## src/stcp_pkg.sv

```systemverilog
// Purpose: shared constants and carrier types of the 10-bit standard timer
// Assumes: byte-wide register port, 100 MHz clk_in
// Notes: register offsets are indices on a 3-bit address
package stcp_pkg;
  localparam int CNT_W = 10;
  localparam int ADDR_W = 3;
  localparam int DATA_W = 8;

  // register offsets
  localparam logic [ADDR_W-1:0] ADDR_CTRL0 = 3'h0;
  localparam logic [ADDR_W-1:0] ADDR_MODE = 3'h1;
  localparam logic [ADDR_W-1:0] ADDR_CNT_LO = 3'h2;
  localparam logic [ADDR_W-1:0] ADDR_CNT_HI = 3'h3;
  localparam logic [ADDR_W-1:0] ADDR_CMPA_LO = 3'h4;
  localparam logic [ADDR_W-1:0] ADDR_CMPA_HI = 3'h5;
  localparam logic [ADDR_W-1:0] ADDR_FLAGS = 3'h6;

  // control0 fields
  localparam int PAUSE_BIT = 7;
  localparam int CKSEL_LSB = 4;
  localparam int ON_BIT = 3;
  localparam int CMPP_LSB = 0;
  // mode_control_reg fields
  localparam int OPMODE_LSB = 6;
  localparam int PINACT_LSB = 4;
  localparam int INIT_BIT = 3;
  localparam int INV_BIT = 2;
  localparam int SWAP_BIT = 1;
  localparam int CLRSRC_BIT = 0;
  // flag register fields, write one to clear
  localparam int FLAG_A_BIT = 0;
  localparam int FLAG_P_BIT = 1;

  // reset values
  localparam logic [DATA_W-1:0] CTRL0_RST = 8'h00;
  localparam logic [DATA_W-1:0] MODE_RST = 8'h00;
  localparam logic [CNT_W-1:0] CMPA_RST = 10'h000;

  // op_mode_sel codes
  localparam logic [1:0] MODE_COMPARE = 2'h0;
  localparam logic [1:0] MODE_CAPTURE = 2'h1;
  localparam logic [1:0] MODE_PWM = 2'h2;
  localparam logic [1:0] MODE_TIMER = 2'h3;
  // pin_action_sel codes
  localparam logic [1:0] ACT_NONE = 2'h0;
  localparam logic [1:0] ACT_LOW = 2'h1;
  localparam logic [1:0] ACT_HIGH = 2'h2;
  localparam logic [1:0] ACT_TOGGLE = 2'h3;
  localparam logic [1:0] PWM_FORCE_OFF = 2'h0;
  localparam logic [1:0] PWM_FORCE_ON = 2'h1;
  localparam logic [1:0] PWM_RUN = 2'h2;

  // comparator P looks at counter bits 9..7, so one step is 128 counts
  localparam int P_SHIFT = 7;
  localparam logic [CNT_W:0] P_FULL = 11'h400;

  // timer clock source codes and prescaler masks
  localparam logic [2:0] CK_SYS4 = 3'h0;
  localparam logic [2:0] CK_SYS = 3'h1;
  localparam logic [2:0] CK_H16 = 3'h2;
  localparam logic [2:0] CK_H64 = 3'h3;
  localparam logic [2:0] CK_TB0 = 3'h4;
  localparam logic [2:0] CK_TB1 = 3'h5;
  localparam logic [2:0] CK_PIN_RISE = 3'h6;
  localparam logic [2:0] CK_PIN_FALL = 3'h7;
  localparam logic [7:0] MASK_DIV4 = 8'h03;
  localparam logic [7:0] MASK_DIV16 = 8'h0F;
  localparam logic [7:0] MASK_DIV64 = 8'h3F;
  localparam logic [7:0] MASK_DIVTB = 8'hFF;

  typedef struct packed {
    logic wr;
    logic rd;
    logic [ADDR_W-1:0] addr;
    logic [DATA_W-1:0] wdata;
  } stcp_bus_req_t;

  typedef struct packed {
    logic [DATA_W-1:0] ctrl0;
    logic [DATA_W-1:0] mode;
    logic [CNT_W-1:0] cmpa;
    logic [CNT_W-1:0] cnt;
    logic flag_a;
    logic flag_p;
    logic on_prev;
    logic pin_lvl;
    logic pin;
    logic pin_oe;
    logic [DATA_W-1:0] rd_data;
  } stcp_state_t;

  typedef struct packed {
    logic [7:0] div;
    logic sync1;
    logic sync2;
    logic ext_prev;
    logic tick;
  } stcp_pre_state_t;
endpackage : stcp_pkg

```

## src/stcp_prescale.sv

```systemverilog
// Purpose: timer clock enable from internal dividers or the external clock pin
// Assumes: tck_in is asynchronous to clk_in
// Notes: tick_out is a one-cycle enable, never a clock
`timescale 1ns/1ps
module stcp_prescale (
  input wire logic clk_in,
  input wire logic rst_in,
  input wire logic [2:0] clk_sel_in,
  input wire logic tck_in,
  output logic tick_out
);
  import stcp_pkg::*;

  stcp_pre_state_t st;
  stcp_pre_state_t next_st;

  function automatic logic div_hit(input logic [7:0] div, input logic [7:0] mask);
    div_hit = (div & mask) == mask;
  endfunction : div_hit

  always_comb begin
    next_st = st;
    next_st.div = st.div + 8'h01;
    // first sync stage feeds only the second
    next_st.sync1 = tck_in;
    next_st.sync2 = st.sync1;
    next_st.ext_prev = st.sync2;
    unique case (clk_sel_in)
      CK_SYS4: next_st.tick = div_hit(st.div, MASK_DIV4);
      CK_SYS: next_st.tick = 1'b1;
      CK_H16: next_st.tick = div_hit(st.div, MASK_DIV16);
      CK_H64: next_st.tick = div_hit(st.div, MASK_DIV64);
      CK_TB0, CK_TB1: next_st.tick = div_hit(st.div, MASK_DIVTB);
      CK_PIN_RISE: next_st.tick = st.sync2 & ~st.ext_prev;
      CK_PIN_FALL: next_st.tick = ~st.sync2 & st.ext_prev;
    endcase
  end

  always_ff @(posedge clk_in or posedge rst_in) begin
    if (rst_in) begin
      st <= '0;
    end else begin
      st <= next_st;
    end
  end

  assign tick_out = st.tick;
endmodule : stcp_prescale

```

## src/stcp_timer.sv

```systemverilog
// Purpose: 10-bit standard timer with compare-match, timer/counter and PWM modes
// Assumes: byte register port, one clock, timer clock given as an enable
// Notes: single-pulse and capture behaviour are not built; those codes just count
//
// Implementation choices: the address map and the address-and-strobe port.
`timescale 1ns/1ps

// Notes on behaviour
// - counter readable as low and high bytes
// - comparator A ten bits, read/write, reset zero
// - two-bit op_mode_sel picks the operating mode
// - compare mode clears on overflow, A or P
// - clear select low: P match or overflow
// - clear select high: A match, no P flag
// - only comparator A matches move the compare-mode pin
// - pin action: none, low, high or toggle
// - counter_on rise loads pin initial level
// - timer mode counts like compare, pin undriven
// - PWM ignores clear_source_sel entirely
// - period_duty_swap exchanges period and duty comparators
// - P code n gives n*128, zero 1024
// - swapped: period is A, duty P*128
// - duty at or above period gives 100%
// - PWM raises both match flags
// - PWM polarity, force levels and inversion
// - forced pin still keeps PWM counting going
// - on rise zeros counter, fall holds it
// - P compares counter bits 9 to 7
// - pause freezes counter, resume continues
// - out_invert inverts pin except timer and capture modes
module stcp_timer (
  input wire logic clk_in,
  input wire logic rst_in,
  input stcp_pkg::stcp_bus_req_t bus_in,
  input wire logic tck_in,
  output logic [stcp_pkg::DATA_W-1:0] rd_data_out,
  output logic pin_out,
  output logic pin_oe_out
);
  import stcp_pkg::*;

  stcp_state_t st;
  stcp_state_t next_st;
  logic tick;
  logic on;
  logic pause;
  logic on_rise;
  logic step;
  logic [1:0] op_mode;
  logic [1:0] pin_act;
  logic init_lvl;
  logic invert;
  logic swap;
  logic clr_src;
  logic [2:0] cmpp;
  logic [CNT_W:0] cnt_inc;
  logic [CNT_W-1:0] cnt_nxt;
  logic hit_a;
  logic hit_p;
  logic is_pwm;
  logic clear_on_a;
  logic [CNT_W:0] duty;
  logic pwm_active;
  logic pwm_lvl;

  stcp_prescale u_prescale (
    .clk_in(clk_in),
    .rst_in(rst_in),
    .clk_sel_in(st.ctrl0[CKSEL_LSB +: 3]),
    .tck_in(tck_in),
    .tick_out(tick)
  );

  function automatic logic [DATA_W-1:0] reg_read(input stcp_state_t s,
                                                  input logic [ADDR_W-1:0] a);
    unique case (a)
      ADDR_CTRL0: reg_read = s.ctrl0;
      ADDR_MODE: reg_read = s.mode;
      ADDR_CNT_LO: reg_read = s.cnt[7:0];
      ADDR_CNT_HI: reg_read = {6'h00, s.cnt[9:8]};
      ADDR_CMPA_LO: reg_read = s.cmpa[7:0];
      ADDR_CMPA_HI: reg_read = {6'h00, s.cmpa[9:8]};
      ADDR_FLAGS: reg_read = {6'h00, s.flag_p, s.flag_a};
      default: reg_read = 8'h00;
    endcase
  endfunction : reg_read

  // field views of the control registers
  assign on = st.ctrl0[ON_BIT];
  assign pause = st.ctrl0[PAUSE_BIT];
  assign cmpp = st.ctrl0[CMPP_LSB +: 3];
  assign op_mode = st.mode[OPMODE_LSB +: 2];
  assign pin_act = st.mode[PINACT_LSB +: 2];
  assign init_lvl = st.mode[INIT_BIT];
  assign invert = st.mode[INV_BIT];
  assign swap = st.mode[SWAP_BIT];
  assign clr_src = st.mode[CLRSRC_BIT];

  assign on_rise = on & ~st.on_prev;
  // a rising counter_on wins over a tick in the same cycle
  assign step = on & ~pause & tick & ~on_rise;
  assign cnt_inc = {1'b0, st.cnt} + 11'h001;
  assign cnt_nxt = cnt_inc[CNT_W-1:0];
  assign hit_a = cnt_nxt == st.cmpa;
  // P matches at multiples of 128; code zero matches on the wrap (overflow)
  assign hit_p = (cnt_nxt[9:P_SHIFT] == cmpp) && (cnt_nxt[P_SHIFT-1:0] == 7'h00);
  assign is_pwm = op_mode == MODE_PWM;
  // PWM takes the period comparator from swap only; other modes from clr_src
  assign clear_on_a = is_pwm ? swap : clr_src;
  // swapped duty is the coarse P value, code zero standing for 1024
  assign duty = swap ? ((cmpp == 3'h0) ? P_FULL : {1'b0, cmpp, 7'h00})
                     : {1'b0, st.cmpa};

  always_comb begin
    next_st = st;
    next_st.rd_data = 8'h00;
    next_st.on_prev = on;
    pwm_active = 1'b0;
    pwm_lvl = 1'b0;

    // register writes; flag clears come first so that a match set wins
    if (bus_in.wr) begin
      unique case (bus_in.addr)
        ADDR_CTRL0: next_st.ctrl0 = bus_in.wdata;
        ADDR_MODE: next_st.mode = bus_in.wdata;
        ADDR_CMPA_LO: next_st.cmpa[7:0] = bus_in.wdata;
        ADDR_CMPA_HI: next_st.cmpa[9:8] = bus_in.wdata[1:0];
        ADDR_FLAGS: begin
          next_st.flag_a = st.flag_a & ~bus_in.wdata[FLAG_A_BIT];
          next_st.flag_p = st.flag_p & ~bus_in.wdata[FLAG_P_BIT];
        end
        default: ;
      endcase
    end
    if (bus_in.rd) begin
      next_st.rd_data = reg_read(st, bus_in.addr);
    end

    if (on_rise) begin
      next_st.cnt = '0;
      next_st.pin_lvl = init_lvl;
    end else if (step) begin
      // counting, clearing and flags go on whatever the pin does
      next_st.cnt = (clear_on_a ? hit_a : hit_p) ? '0 : cnt_nxt;
      if (hit_a) begin
        next_st.flag_a = 1'b1;
      end
      if (hit_p && (is_pwm || !clr_src)) begin
        next_st.flag_p = 1'b1;
      end
      // only an A match moves the compare-mode pin
      if (hit_a && !is_pwm) begin
        unique case (pin_act)
          ACT_NONE: next_st.pin_lvl = st.pin_lvl;
          ACT_LOW: next_st.pin_lvl = 1'b0;
          ACT_HIGH: next_st.pin_lvl = 1'b1;
          ACT_TOGGLE: next_st.pin_lvl = ~st.pin_lvl;
        endcase
      end
    end

    // active while the counter sits below duty; duty >= period never drops
    pwm_active = {1'b0, next_st.cnt} < duty;
    unique case (pin_act)
      PWM_FORCE_OFF: pwm_lvl = ~init_lvl;
      PWM_FORCE_ON: pwm_lvl = init_lvl;
      PWM_RUN: pwm_lvl = pwm_active ? init_lvl : ~init_lvl;
      default: pwm_lvl = ~init_lvl;
    endcase

    // timer and capture codes release the pin for other use
    unique case (op_mode)
      MODE_COMPARE: begin
        next_st.pin_oe = 1'b1;
        next_st.pin = next_st.pin_lvl ^ invert;
      end
      MODE_PWM: begin
        next_st.pin_oe = 1'b1;
        next_st.pin = pwm_lvl ^ invert;
      end
      MODE_CAPTURE, MODE_TIMER: begin
        next_st.pin_oe = 1'b0;
        next_st.pin = 1'b0;
      end
    endcase
  end

  always_ff @(posedge clk_in or posedge rst_in) begin
    if (rst_in) begin
      st <= '{ctrl0: CTRL0_RST, mode: MODE_RST, cmpa: CMPA_RST, default: '0};
    end else begin
      st <= next_st;
    end
  end

  assign rd_data_out = st.rd_data;
  assign pin_out = st.pin;
  assign pin_oe_out = st.pin_oe;

  property p_cnt_hi_read;
    @(posedge clk_in) disable iff (rst_in)
    (bus_in.rd && bus_in.addr == ADDR_CNT_HI)
      |=> (rd_data_out[7:2] == 6'h00) && (rd_data_out[1:0] == $past(st.cnt[9:8]));
  endproperty
  a_cnt_hi_read: assert property (p_cnt_hi_read) else $error("counter high read wrong");

  property p_cmpa_write;
    @(posedge clk_in) disable iff (rst_in)
    (bus_in.wr && bus_in.addr == ADDR_CMPA_LO) ##1 (bus_in.rd && bus_in.addr == ADDR_CMPA_LO)
      |=> rd_data_out == $past(bus_in.wdata, 2);
  endproperty
  a_cmpa_write: assert property (p_cmpa_write) else $error("compare A readback wrong");

  property p_on_rise_zero;
    @(posedge clk_in) disable iff (rst_in)
    on_rise |=> (st.cnt == 10'h000) ##1 (st.cnt <= 10'h001);
  endproperty
  a_on_rise_zero: assert property (p_on_rise_zero) else $error("counter not zeroed on start");

  property p_pause_hold;
    @(posedge clk_in) disable iff (rst_in)
    (pause && st.on_prev) [*2] |-> $stable(st.cnt);
  endproperty
  a_pause_hold: assert property (p_pause_hold) else $error("counter moved while paused");

  property p_clear_on_a;
    @(posedge clk_in) disable iff (rst_in)
    (step && clear_on_a && hit_a) |=> (st.cnt == 10'h000) && st.flag_a;
  endproperty
  a_clear_on_a: assert property (p_clear_on_a) else $error("A match did not clear");

  property p_no_p_flag;
    @(posedge clk_in) disable iff (rst_in)
    (!is_pwm && clr_src && !st.flag_p) |=> !st.flag_p;
  endproperty
  a_no_p_flag: assert property (p_no_p_flag) else $error("P flag raised with A clear");

  property p_p_period;
    @(posedge clk_in) disable iff (rst_in)
    (step && !clear_on_a && hit_p) |=> (st.cnt == 10'h000) && st.flag_p;
  endproperty
  a_p_period: assert property (p_p_period) else $error("P match did not clear");

  property p_timer_pin;
    @(posedge clk_in) disable iff (rst_in)
    (op_mode == MODE_TIMER) |=> !pin_oe_out;
  endproperty
  a_timer_pin: assert property (p_timer_pin) else $error("pin driven in timer mode");

  property p_pwm_force;
    @(posedge clk_in) disable iff (rst_in)
    (is_pwm && pin_act == PWM_FORCE_ON) |=> pin_oe_out && (pin_out == ($past(init_lvl) ^ $past(invert)));
  endproperty
  a_pwm_force: assert property (p_pwm_force) else $error("forced PWM level wrong");

  property p_pin_init;
    @(posedge clk_in) disable iff (rst_in)
    (on_rise && op_mode == MODE_COMPARE) |=> pin_out == ($past(init_lvl) ^ $past(invert));
  endproperty
  a_pin_init: assert property (p_pin_init) else $error("pin not at initial level");

  property p_cnt_lo_read;
    @(posedge clk_in) disable iff (rst_in)
    (bus_in.rd && bus_in.addr == ADDR_CNT_LO) |=> rd_data_out == $past(st.cnt[7:0]);
  endproperty
  a_cnt_lo_read: assert property (p_cnt_lo_read) else $error("counter low read wrong");

  property p_cmpa_hi_read;
    @(posedge clk_in) disable iff (rst_in)
    (bus_in.rd && bus_in.addr == ADDR_CMPA_HI)
      |=> rd_data_out == {6'h00, $past(st.cmpa[9:8])};
  endproperty
  a_cmpa_hi_read: assert property (p_cmpa_hi_read) else $error("compare A high read wrong");

  property p_rd_idle;
    @(posedge clk_in) disable iff (rst_in)
    !bus_in.rd |=> rd_data_out == 8'h00;
  endproperty
  a_rd_idle: assert property (p_rd_idle) else $error("read data outside read cycle");

  property p_count_step;
    @(posedge clk_in) disable iff (rst_in)
    (step && !(clear_on_a ? hit_a : hit_p))
      |=> st.cnt == $past(st.cnt) + 10'h001;
  endproperty
  a_count_step: assert property (p_count_step) else $error("counter did not step by one");

  property p_off_hold;
    @(posedge clk_in) disable iff (rst_in)
    !on |=> $stable(st.cnt);
  endproperty
  a_off_hold: assert property (p_off_hold) else $error("counter moved while off");

  property p_pin_still;
    @(posedge clk_in) disable iff (rst_in)
    (op_mode == MODE_COMPARE && $stable(st.mode) && !on_rise && !(step && hit_a))
      |=> $stable(pin_out);
  endproperty
  a_pin_still: assert property (p_pin_still) else $error("pin moved without A match");

  property p_pin_toggle;
    @(posedge clk_in) disable iff (rst_in)
    (op_mode == MODE_COMPARE && $stable(st.mode) && step && hit_a && pin_act == ACT_TOGGLE)
      |=> pin_out != $past(pin_out);
  endproperty
  a_pin_toggle: assert property (p_pin_toggle) else $error("pin did not toggle");

  property p_pin_high;
    @(posedge clk_in) disable iff (rst_in)
    (op_mode == MODE_COMPARE && step && hit_a && pin_act == ACT_HIGH)
      |=> pin_out == ~$past(invert);
  endproperty
  a_pin_high: assert property (p_pin_high) else $error("pin not driven high");

  property p_pin_low;
    @(posedge clk_in) disable iff (rst_in)
    (op_mode == MODE_COMPARE && step && hit_a && pin_act == ACT_LOW)
      |=> pin_out == $past(invert);
  endproperty
  a_pin_low: assert property (p_pin_low) else $error("pin not driven low");

  property p_pwm_run;
    @(posedge clk_in) disable iff (rst_in)
    (is_pwm && pin_act == PWM_RUN)
      |=> pin_out == ((({1'b0, st.cnt} < $past(duty)) ? $past(init_lvl) : ~$past(init_lvl))
                      ^ $past(invert));
  endproperty
  a_pwm_run: assert property (p_pwm_run) else $error("pwm level wrong");

  property p_pwm_force_off;
    @(posedge clk_in) disable iff (rst_in)
    (is_pwm && pin_act == PWM_FORCE_OFF)
      |=> pin_oe_out && (pin_out == ~($past(init_lvl) ^ $past(invert)));
  endproperty
  a_pwm_force_off: assert property (p_pwm_force_off) else $error("forced off level wrong");

  property p_a_flag;
    @(posedge clk_in) disable iff (rst_in)
    (step && hit_a) |=> st.flag_a;
  endproperty
  a_a_flag: assert property (p_a_flag) else $error("A match flag not raised");

  property p_full_duty;
    @(posedge clk_in) disable iff (rst_in)
    (is_pwm && pin_act == PWM_RUN && !swap && cmpp != 3'h0 && st.cmpa >= {cmpp, 7'h00}
      && st.cnt < {cmpp, 7'h00}) |=> pin_out == ($past(init_lvl) ^ $past(invert));
  endproperty
  a_full_duty: assert property (p_full_duty) else $error("full duty not held active");

  property p_pwm_oe;
    @(posedge clk_in) disable iff (rst_in)
    (is_pwm || op_mode == MODE_COMPARE) |=> pin_oe_out;
  endproperty
  a_pwm_oe: assert property (p_pwm_oe) else $error("pin not driven");

endmodule : stcp_timer

```

## config.mk

```make
export PLATFORM = sky130hd
export DESIGN_NAME = stcp_timer
export DESIGN_NICKNAME = d
export VERILOG_FILES = /design/src/stcp_pkg.sv /design/src/stcp_prescale.sv /design/src/stcp_timer.sv
export SDC_FILE = /design/constraint.sdc
export NUM_CORES = 1
export LEC_CHECK = 0
export BUFFER_PORTS_ARGS = -buffer_cell sky130_fd_sc_hd__clkbuf_2
export CAP_MARGIN = 0
export CORE_UTILIZATION = 50
export DETAILED_ROUTE_END_ITERATION = 12
export PLACE_DENSITY = 0.77
export SLEW_MARGIN = 0
export SYNTH_ARGS = -nofsm -noshare
export SYNTH_HDL_FRONTEND = slang
export SYNTH_SLANG_ARGS = --single-unit
```

## constraint.sdc

```tcl
create_clock -name clk_in -period 5.2 [get_ports clk_in]
set_input_delay 0.52 -clock clk_in [delete_from_list [all_inputs] [get_ports clk_in]]
set_output_delay 0.52 -clock clk_in [all_outputs]
set_load 0.005 [all_outputs]
```

* Word level (Yosys, flattened, before mapping) *
Index checks and enable logic that the tools add are counted.

word-level totals
  logic and storage cells = 104
  input port bits = 16
  register bits = 62
  output and inout bits = 10

cells by class
  magnitude comparators = 1
  mux-type cells = 22
  reductions and logical operators = 18
  $add $sub $neg = 2
  bitwise gates (word level) = 19
  eq/ne operators = 25

operators with widths
  cell                                                             number
  8-bit one-hot mux with 7 select lines                            1
  11-bit two-way mux                                               2
  3-bit == test, second input constant                             7
  10-bit two-way mux                                               2
  3-bit by 2-bit == test with 1-bit output, second input constant  4
  12-bit two-way mux                                               1
  10-bit by 11-bit less-than comparator with 1-bit output          1
  10-bit by 1-bit adder with 10-bit output, second input constant  1
  10-bit == test                                                   1
  2-bit == test, second input constant                             5
  3-bit zero test                                                  3
  1-bit NOT                                                        9
  8-bit by 1-bit adder with 8-bit output, second input constant    1
  1-bit AND                                                        8
  8-bit == test, second input constant                             1
  1-bit two-way mux                                                8
  8-bit two-way mux                                                1
  2-bit AND reduction                                              4
  7-bit zero test                                                  1
  1-bit one-hot mux with 7 select lines                            1
  3-bit by 1-bit == test with 1-bit output, second input constant  2
  6-bit == test, second input constant                             1
  2-bit two-way mux                                                3
  2-bit one-hot mux with 3 select lines                            1
  other kinds (11)                                                 18

* Depth between registers and ports, before layout *
Gate-level depths: netlist (run 1).

  depth after elaboration = 12
  mapped depth = 22
  depth with buffers taken out = 20

* Modules after synthesis *
Synthesis (run 1) repeated with hierarchy kept, for this count alone.

unflattened totals
  cells, all modules = 395
  area, all modules = 3,923.8 um^2

modules (own cells, without submodules)
  module         area an instance (um^2)  cells an instance  times used  sequential area each (um^2)
  stcp_timer     3,435.8                  356                1           1,251.2
  stcp_prescale  488.0                    39                 1           300.3

* Least setup slack after synthesis (run 1) *
OpenSTA, ideal clock, no wires.

  kind = reg-to-reg
  from = register st[15] in the netlist's numbering
  to = register st, in the netlist pin_out
  path slack = 0.927 ns
  setup time = 0.128 ns
  clock period less this slack = 4.273 ns
  data arrival time = 4.145 ns
  path buffers = 2
  required time = 5.072 ns
  stages on the path, launching flop included = 22
  cells stage by stage = dfrtp_1 -> ha_1 -> buf_6 -> nand4_1 -> o2111ai_1 -> o21ai_1 -> a311oi_1 -> nor4_1 -> or2_2 -> buf_2 -> nor2_4 -> nand4b_1 -> a21oi_1 -> ha_1 -> o21a_1 -> o21ai_0 -> a21oi_1 -> o31ai_1 -> o31ai_1 -> mux2i_1 -> a31oi_1 -> mux2_1

RTL lines
  what                    RTL line           source
  from (decl)             stcp_timer.sv:42   stcp_state_t st;
  from (signal assigned)  stcp_timer.sv:192  st <= next_st;

==> impl_metrics.toml, run 1 <==
[worst_setup_path]
timing.rr.end = "pin_out"
startpoint_type = "flip-flop"
crit_path_end_kind = "flip-flop"
worstPathRequired_ns = 5.44
crit_fanout = 10
worstSetupPathType = "flip-flop to flip-flop"
worstPathArrival_ns = 5.11
r2r_start = "st[15]"
reg2reg_slack_ns = 0.32
r2r_cells = 20

[cts]
htreeDepth = 3
clk_transition_reported_paths_ns = 0.07
holdBufCountCts = 0
post_cts_buffers = 0
cts_tree = "yes"
clock-sinks = 62
postCtsResizedCells = 0
clk_latency_ns = 0.35
cts-root-buf = "clkbuf_8"
numCtsBuffers = 9
clockBufferDepth = 2

[detailed_routing]
first_iter_violations = 266
drtPass1Iterations = 4
vias = 3125
ant_nets = 0
viasPerCell = 6.14
wire_per_inst_um = 18.8
wl_um = 9580
drcViolationCount = 0

[sta]
hold_viol = 0
min_period_ns = 4.88
grt_setup_unrepaired = "no"
post-route-period-util_pct = 93.8
fmax_mhz = 205
worst_slack_ns = 0.323
drv_slew = 0
final-setup-viol-count = 0
setup_tns_ns = 0
relSlewSlack_pct = 23.7
fin_skew_ns = 0.0106
worst_slew_pin_slew_ns = 1.13

[floorplan]
dieArea_um2 = 8220
placementRows = 31
core_region_area_um2 = 7410
initial_utilization_pct = 53.0
io-pin-count = 26
fp.dieW_um = 90.7
die_y_um = 90.7

[power_and_ir_drop]
power_density_nw_per_um2 = 329
swShare_pct = 33.1
power_frac_clock_pct = 30.4
p_int_mw = 0.931
p_leak_nw = 1.80
seqPwrFrac_pct = 47.2
combinationalPowerShare_pct = 22.4
switching_power_mw = 0.461
ir_drop_mv = 0.178

[finish]
syn_to_final_growth_pct = 7.55
fin_nets = 435
drive_above_1_share_pct = 20.5
n_antenna_cell = 0
final_cell_mix = "62 x dfrtp_1, 30 x nor2_1, 25 x nand2_1, 25 x clkbuf_2, 23 x o21ai_0"
fill_cells = 663
final_common_cell = "dfrtp_1"

[grt]
grt_usage_pct = 25.0
grt_pass1_wl_um = 15800
antenna_found_initial = 0
grt_pass1_vias = 3052
grt_max_degree = 63
overflow = 0

[hold_path]
min_to = "u_prescale.next_st[2]"
hp-start = "tck_in"
hold_depth = 1
min_path_type = "input port to flip-flop"

[synthesis]
syn_area_um2 = 3930
synth_seq_area_share_pct = 39.5
synth_edf_count = 0
yosys_warnings = 0
synth_cells = 394
async_flop_share_pct = 100
syn_area_per_cell_um2 = 9.97
synth_area_leaders = "dfrtp_1 39%, mux2_2 6.3%, ha_1 4.5%, mux2i_1 3.8%, o21ai_0 2.9%"
ys_types = 69
syn-num-nets = 424
ys_ff_latch = 62
synthFlopType = "dfrtp_1"
yosysTopAreaCell = "dfrtp_1"
synth_top_area_share_pct = 39.5

[placed_design]
io_buffers = 25
dpl.hpwl_um = 6850
dp_slack_ns = 0.172
routabilityCongestion = 1.01

[outcome]
status = "complete, no violations"

[job]
maxCapViolations = 0
[how the worst max path moves through the flow]
stage            from      end  slack (ns)  cells after the start
2_1_floorplan  st[15]  pin_out        0.93                     21
3_3_place_gp   st[15]  pin_out        0.28                     20
3_5_place_dp   st[15]  pin_out        0.17                     20
4_1_cts        st[15]  pin_out        0.16                     20
5_1_grt        st[15]  pin_out        0.02                     20
6_report       st[15]  pin_out        0.32                     20
[logic make-up after synthesis]
group / share of synthesized area (%)
flip-flops: 39.5
buffers and inverters: 5.89
multiplexers: 11.8
XOR/XNOR: 4.81
AO/OA/AOI/OAI: 11.9
adder cells (fa/ha/maj): 4.46
AND/OR/NAND/NOR: 21.6
[worst max-delay path, stage by stage, from the launching register on]
cell and delay, ns:
dfrtp_1 0.53, ha_4 0.24, nand4_1 0.21, o2111ai_1 0.27
o21ai_1 0.11, a311oi_2 0.39, nor4_1 0.12, or2_2 0.40
nor2_4 0.23, nand2_1 0.08, a21oi_1 0.31, ha_1 0.31
a21oi_1 0.16, nor2b_1 0.06, o21ai_0 0.16, a21oi_1 0.09
o31ai_1 0.26, o31ai_1 0.16, mux2i_1 0.14, a31oi_1 0.19
mux2_1 0.33
[power groups by stage]
stage	sequential (mW)	clock [mW]	combinational [mW]
floorplan	0.611	0	0.253
global placement	0.656	0	0.299
detailed placement	0.658	0	0.305
CTS	0.650	0.433	0.308
global route	0.667	0.454	0.345
finish	0.657	0.423	0.311
[cell usage after synthesis (10+ instances only)]
| cell type | count |
|---|---|
| a21oi_1 | 20 |
| clkbuf_1 | 10 |
| dfrtp_1 | 62 |
| ha_1 | 14 |
| mux2_2 | 22 |
| mux2i_1 | 15 |
| nand2_1 | 25 |
| nand2b_1 | 13 |
| nand3_1 | 15 |
| nor2_1 | 30 |
| o21ai_0 | 23 |
| xnor2_1 | 11 |
[per-layer routing]
layer | GRT usage [%] | vias up | routed length, um
met3 | 7.74 | 31 | 663
met1 | 33.1 | 1526 | 4180
met4 | 10.6 | 0 | 316
met2 | 37.7 | 122 | 4420
li1 | - | 1446 | -
met5 | 0 | - | 0
[sequential cells by signal (all words and copies together) (netlist names)]
name	flops
pause	1
op_mode	2
pin_out	1
rd_data_out	8
init_lvl	1
u_prescale.next_st	2
u_prescale.st	9
next_st	1
pin_oe_out	1
clr_src	1
pin_act	2
invert	1
cmpp	3
u_prescale.tick_out	1
st	28
[metrics by stage]
stage          power, mW  std cells  hold WS (ns)  area [um2]  utilization (%)
2_1_floorplan      0.864        394         0.331        3930                -
3_3_place_gp       0.955        493         0.334        4010             54.1
3_5_place_dp       0.963        493         0.339        4010             54.1
4_1_cts             1.39        509         0.261        4210             56.8
5_1_grt             1.47        509         0.257        4230             57.1
6_report            1.39        509         0.275        4230             57.1
[layout make-up]
type                            count  area [um2]  share of cell area [%]
Sequential cell                    62        1550                    36.7
Multi-Input combinational cell    296        2170                    51.4
Clock buffer                        9         124                    2.93
Timing Repair Buffer               29         155                    3.67
Inverter                            7        26.3                   0.622
Clock inverter                      7        72.6                    1.72
Tap cell                           99         124                    2.93
Power figures use the tool's default switching activity.
==> run 2: changes to the inputs <==
CAP_MARGIN = unset   (was 0)
CORE_ASPECT_RATIO = 1.25   (was unset)
clock period = 5.3 ns   (was 5.2 ns; I/O delays follow)
==> impl_metrics.toml, run 2 (same netlist as run 1, synthesis figures left out) <==
[cts]
cts_tree = "yes"
htreeDepth = 3
clockBufferDepth = 2
clk_transition_reported_paths_ns = 0.08
clock-sinks = 62
cts-root-buf = "clkbuf_8"
numCtsBuffers = 9
clk_latency_ns = 0.36

[placed_design]
dpl.hpwl_um = 7120
io_buffers = 25
routabilityCongestion = 0.976

[grt]
grt_pass1_wl_um = 15900
grt_pass1_vias = 3175
antenna_found_initial = 0
grt_max_degree = 63
overflow = 0
grt_usage_pct = 26.4

[finish]
final_common_cell = "dfrtp_1"
syn_to_final_growth_pct = 7.26
n_antenna_cell = 0
fill_cells = 671
final_cell_mix = "61 x dfrtp_1, 30 x nor2_1, 25 x nand2_1, 25 x clkbuf_2, 23 x o21ai_0"
multi_input_area_um2 = 2160
drive_above_1_share_pct = 20.7
largest-register = "st"
register_area_um2 = 1550
fin_nets = 435
largest_reg_flops = 28

[floorplan]
io-pin-count = 26
die_y_um = 101
dieArea_um2 = 8220
initial_utilization_pct = 52.5
core_region_area_um2 = 7490
fp.dieW_um = 81.3
placementRows = 35

[job]
maxCapViolations = 0

[worst_setup_path]
crit_buf_inv = 0
worstSetupPathType = "flip-flop to flip-flop"
slowest_delay_ns = 0.48
worstPathArrival_ns = 5.10
startpoint_type = "flip-flop"
r2r_cells = 19
r2r_start = "st[15]"
crit_path_end_kind = "flip-flop"
startpoint = "st[15]"
critPathTopFamily = "compound AO/OA/AOI/OAI gates"
path_cells = "ha_2, nand4_1, o2111ai_1, o21ai_1, a311oi_2, nor4_1, or2_2, nor2_4, nand3b_1, a21oi_1, ha_1, nor2b_1, o21ai_0, a21oi_1, o31ai_1, o31ai_1, mux2i_1, a31oi_1, mux2_1"
cp_slowest_cell = "dfrtp_2"
worstSetupPathDepth = 19
crit_fanout = 10
worstPathRequired_ns = 5.54

[sta]
post-route-period-util_pct = 91.8
fmax_mhz = 206
relSlewSlack_pct = 46.5
fin_skew_ns = 0.0104
hold_ws_ns = 0.274
final-setup-viol-count = 0
setup_tns_ns = 0
drv_slew = 0
hold_viol = 0
min_period_ns = 4.87
worst_slew_pin_slew_ns = 0.802
grt_setup_unrepaired = "no"

[detailed_routing]
viasPerCell = 6.25
wire_per_inst_um = 19.3
first_iter_violations = 189
vias = 3139
drcViolationCount = 0
drtPass1Iterations = 4
wl_um = 9660
ant_nets = 0

[power_and_ir_drop]
combinationalPowerShare_pct = 22.4
seqPwrFrac_pct = 46.1
ir_drop_mv = 0.222
p_int_mw = 0.920
power_frac_clock_pct = 31.5
swShare_pct = 33.6
switching_power_mw = 0.466
p_leak_nw = 1.80
power_density_nw_per_um2 = 329

[hold_path]
hp-start = "tck_in"
hold_depth = 1
min_path_type = "input port to flip-flop"

[outcome]
status = "complete, no violations"
run 2: timing repair:
| item | in CTS | in global routing |
|---|---|---|
| setup endpoints to repair | 0 | 1 |
| setup buffers | 0 | 0 |
| resized for setup | 0 | 3 |
| hold buffers | 0 | 0 |
run 2: metrics by stage:
| stage | cells | worst slack, ns | util, % | power, mW | instance area (um2) |
|---|---|---|---|---|---|
| after floorplan | 394 | 1.03 | - | 0.848 | 3930 |
| after global routing | 502 | 0.0823 | 56.3 | 1.46 | 4220 |
| after global placement | 486 | 0.418 | 53.4 | 0.940 | 4000 |
| final | 502 | 0.434 | 56.3 | 1.39 | 4220 |
| after detailed placement | 486 | 0.231 | 53.4 | 0.950 | 4000 |
| after CTS | 502 | 0.201 | 56.2 | 1.39 | 4210 |
run 2: cell type report:
cell class                      count  area share, %
Clock inverter                      7           1.90
Inverter                            7          0.623
Clock buffer                        9           2.94
Tap cell                           92           2.73
Timing Repair Buffer               29           3.68
Multi-Input combinational cell    296           51.3
Sequential cell                    62           36.8
run 2: worst paths after layout:
| check | endpoint | slack (ns) |
|---|---|---|
| max in group asynchronous | st[15] | 4.37 |
| worst min-delay path | u_prescale.next_st[2] | 0.27 |
| worst max register to register | pin_out | 0.43 |
| worst max-delay path | pin_out | 0.43 |
| min in group asynchronous | st[18] | 0.37 |
| worst min register to register | u_prescale.next_st[1] | 0.36 |
run 2: power groups by stage:
| stage | combinational [mW] | clock, mW | sequential [mW] |
|---|---|---|---|
| detailed placement | 0.306 | 0 | 0.644 |
| global route | 0.342 | 0.469 | 0.647 |
| global placement | 0.299 | 0 | 0.642 |
| floorplan | 0.248 | 0 | 0.600 |
| CTS | 0.308 | 0.449 | 0.635 |
| finish | 0.310 | 0.437 | 0.639 |
run 2: layer usage:
layer / wire (um) / track usage, % / up-vias
li1: - / - / 1444
met1: 3820 / 31.4 / 1547
met2: 4870 / 43.1 / 114
met3: 555 / 5.79 / 34
met4: 421 / 15.7 / 0
met5: 0 / 0 / -
==> run 3: changes to the inputs <==
PLACE_DENSITY = 0.68   (was 0.77)
SYNTH_HIERARCHICAL = 1   (was unset)
==> impl_metrics.toml, run 3 <==
[power_and_ir_drop]
swShare_pct = 33.9
ir_drop_mv = 0.233
p_leak_nw = 1.86
power_density_nw_per_um2 = 330
p_int_mw = 0.913
switching_power_mw = 0.468
combinationalPowerShare_pct = 22.4
power_frac_clock_pct = 31.1
seqPwrFrac_pct = 46.5

[grt]
antenna_found_initial = 0
grt_pass1_wl_um = 15800
grt_pass1_vias = 3020
overflow = 0
grt_use_met2_pct = 44.2
met1_usage_pct = 32.9
gr-max-usage-layer = "met2"
gr-usage-met3_pct = 5.25
grt_usage_pct = 26.7
grt_max_degree = 51

[cts]
cts_tree = "yes"
clock-sinks = 62
post_cts_buffers = 0
clockBufferDepth = 2
cts-root-buf = "clkbuf_8"
clk_transition_reported_paths_ns = 0.08
clk_latency_ns = 0.35
htreeDepth = 3
holdBufCountCts = 0
numCtsBuffers = 9

[sta]
grt_setup_unrepaired = "no"
final-setup-viol-count = 0
worst_slew_pin_slew_ns = 1.09
min_period_ns = 4.98
setup_tns_ns = 0
hold_viol = 0
worst_slack_ns = 0.316
post-route-period-util_pct = 94.0
hold_ws_ns = 0.172
fmax_mhz = 201
relSlewSlack_pct = 26.9
drv_slew = 0
fin_skew_ns = 0.0148

[synthesis]
async_flop_share_pct = 100
ys_ff_latch = 62
syn_area_um2 = 3920
synth_seq_area_share_pct = 39.5
synth_edf_count = 0
synthFlopType = "dfrtp_1"
synth_most_common_cell = "dfrtp_1"
ys_types = 63
synthTopCellsByCount = "62 x dfrtp_1, 27 x nand2_1, 26 x mux2_2, 22 x a21oi_1, 22 x nor2_1"
synth_area_leaders = "dfrtp_1 40%, mux2_2 7.5%, ha_1 4.5%, mux2i_1 3.6%, a21oi_1 2.8%"
syn-num-nets = 425
syn_area_per_cell_um2 = 9.93
synth_cells = 395
synth_top_area_share_pct = 39.5
yosysTopAreaCell = "dfrtp_1"
yosys_warnings = 6

[finish]
final_cell_mix = "61 x dfrtp_1, 27 x nand2_1, 26 x mux2_2"
final_common_cell = "dfrtp_1"
instances_no_fill = 498
drive_above_1_share_pct = 20.2
largest-register = "st"
fin_nets = 431
largest_reg_flops = 28
n_antenna_cell = 0
syn_to_final_growth_pct = 6.79

[placed_design]
dp.cells = 482
io_buffers = 25
dpl.hpwl_um = 7170
routabilityCongestion = 0.931
dp_slack_ns = 0.316

[worst_setup_path]
startpoint = "st[15]"
crit_fanout = 10
worstPathRequired_ns = 5.53
r2r_start = "st[15]"
startpoint_type = "flip-flop"
worstSetupPathType = "flip-flop to flip-flop"
crit_path_end_kind = "flip-flop"
timing.rr.end = "pin_out"
worstPathArrival_ns = 5.22
r2r_cells = 20
reg2reg_slack_ns = 0.32

[floorplan]
io-pin-count = 26
core_region_area_um2 = 7490
initial_utilization_pct = 52.4
fp.dieW_um = 81.2
die_y_um = 101
dieArea_um2 = 8210
placementRows = 35

[detailed_routing]
first_iter_violations = 284
viasPerCell = 6.08
wl_um = 9890
drtPass1Iterations = 6
ant_nets = 0
wire_per_inst_um = 19.9
drcViolationCount = 0
vias = 3026

[hold_path]
min_path_type = "input port to asynchronous set/reset pin"

[outcome]
status = "complete, no violations"

[job]
maxCapViolations = 0
run 3: cell types whose count changed after synthesis, moves of 3 or more:
cell	before	now
o31ai_1	3	0
o21a_1	3	6
buf_6	6	1
and3_1	2	5
nand4_1	8	11
and4_1	1	4
nor2_1	30	22
mux2_2	22	26
nand3b_1	5	1
o21ai_0	23	18
a21o_1	0	4
and2_1	7	12
buf_4	8	13
run 3: what timing repair did:
item | in CTS | in global routing
setup endpoints to repair | 0 | 1
endpoints found under the hold margin | 0 | 0
gates resized for setup | 0 | 2
run 3: how the worst max path moves through the flow:
stage          endpoint  slack (ns)  cells after the start
2_1_floorplan   pin_out        1.10                     22
5_1_grt         pin_out        0.03                     20
6_report        pin_out        0.32                     20
3_3_place_gp    pin_out        0.44                     20
3_5_place_dp    pin_out        0.32                     20
4_1_cts         pin_out        0.26                     20
run 3: power by group through the flow:
stage | logic [mW] | clock network [mW] | registers [mW]
2_1_floorplan | 0.255 | 0 | 0.598
3_3_place_gp | 0.298 | 0 | 0.646
3_5_place_dp | 0.304 | 0 | 0.650
4_1_cts | 0.306 | 0.434 | 0.640
5_1_grt | 0.340 | 0.457 | 0.651
6_report | 0.309 | 0.429 | 0.643
run 3: kinds of logic after synthesis:
kind of cell,synth area share (%)
and+or+nand+nor,22.1
AOI/OAI and AO/OA,11.7
DFF,39.5
muxes,11.9
buffers and inverters,5.07
xor gates and xnor gates,5.26
adders and majority gates,4.46
run 3: layer usage:
metal / routed length (um) / up-vias / share of wire, %
li1: - / 1427 / -
met1: 4260 / 1477 / 43
met2: 4910 / 99 / 50
met3: 437 / 23 / 4.4
met4: 279 / 0 / 2.8
met5: 0 / - / 0
run 3: cell type report:
class,instances,area [um2]
Clock inverter,7,72.6
Fill cell,644,3300
Sequential cell,62,1550
Inverter,7,26.3
Multi-Input combinational cell,296,2170
Timing Repair Buffer,25,125
Tap cell,92,115
Clock buffer,9,124
run 3: per-stage QoR:
step                      instance area [um2]  util, %  total power [mW]
after global routing                     4190     56.0              1.45
final                                    4190     56.0              1.38
after floorplan                          3920        -             0.854
after CTS                                4190     55.9              1.38
after detailed placement                 3990     53.3             0.954
after global placement                   3990     53.3             0.944
run 3: critical path, stage by stage (launching register included):
cell	delay [ns]
dfrtp_1	0.54
ha_1	0.38
nand4_1	0.25
o21ai_1	0.19
nor4b_1	0.30
o21a_1	0.23
nand4_1	0.17
and2_2	0.31
nand2_1	0.20
nor3_1	0.07
o21a_1	0.20
ha_1	0.31
a21o_1	0.18
a21o_1	0.18
a21oi_1	0.17
o21ai_0	0.12
nand3_1	0.09
nand3_1	0.12
or2_2	0.33
a211oi_2	0.19
mux2_1	0.33
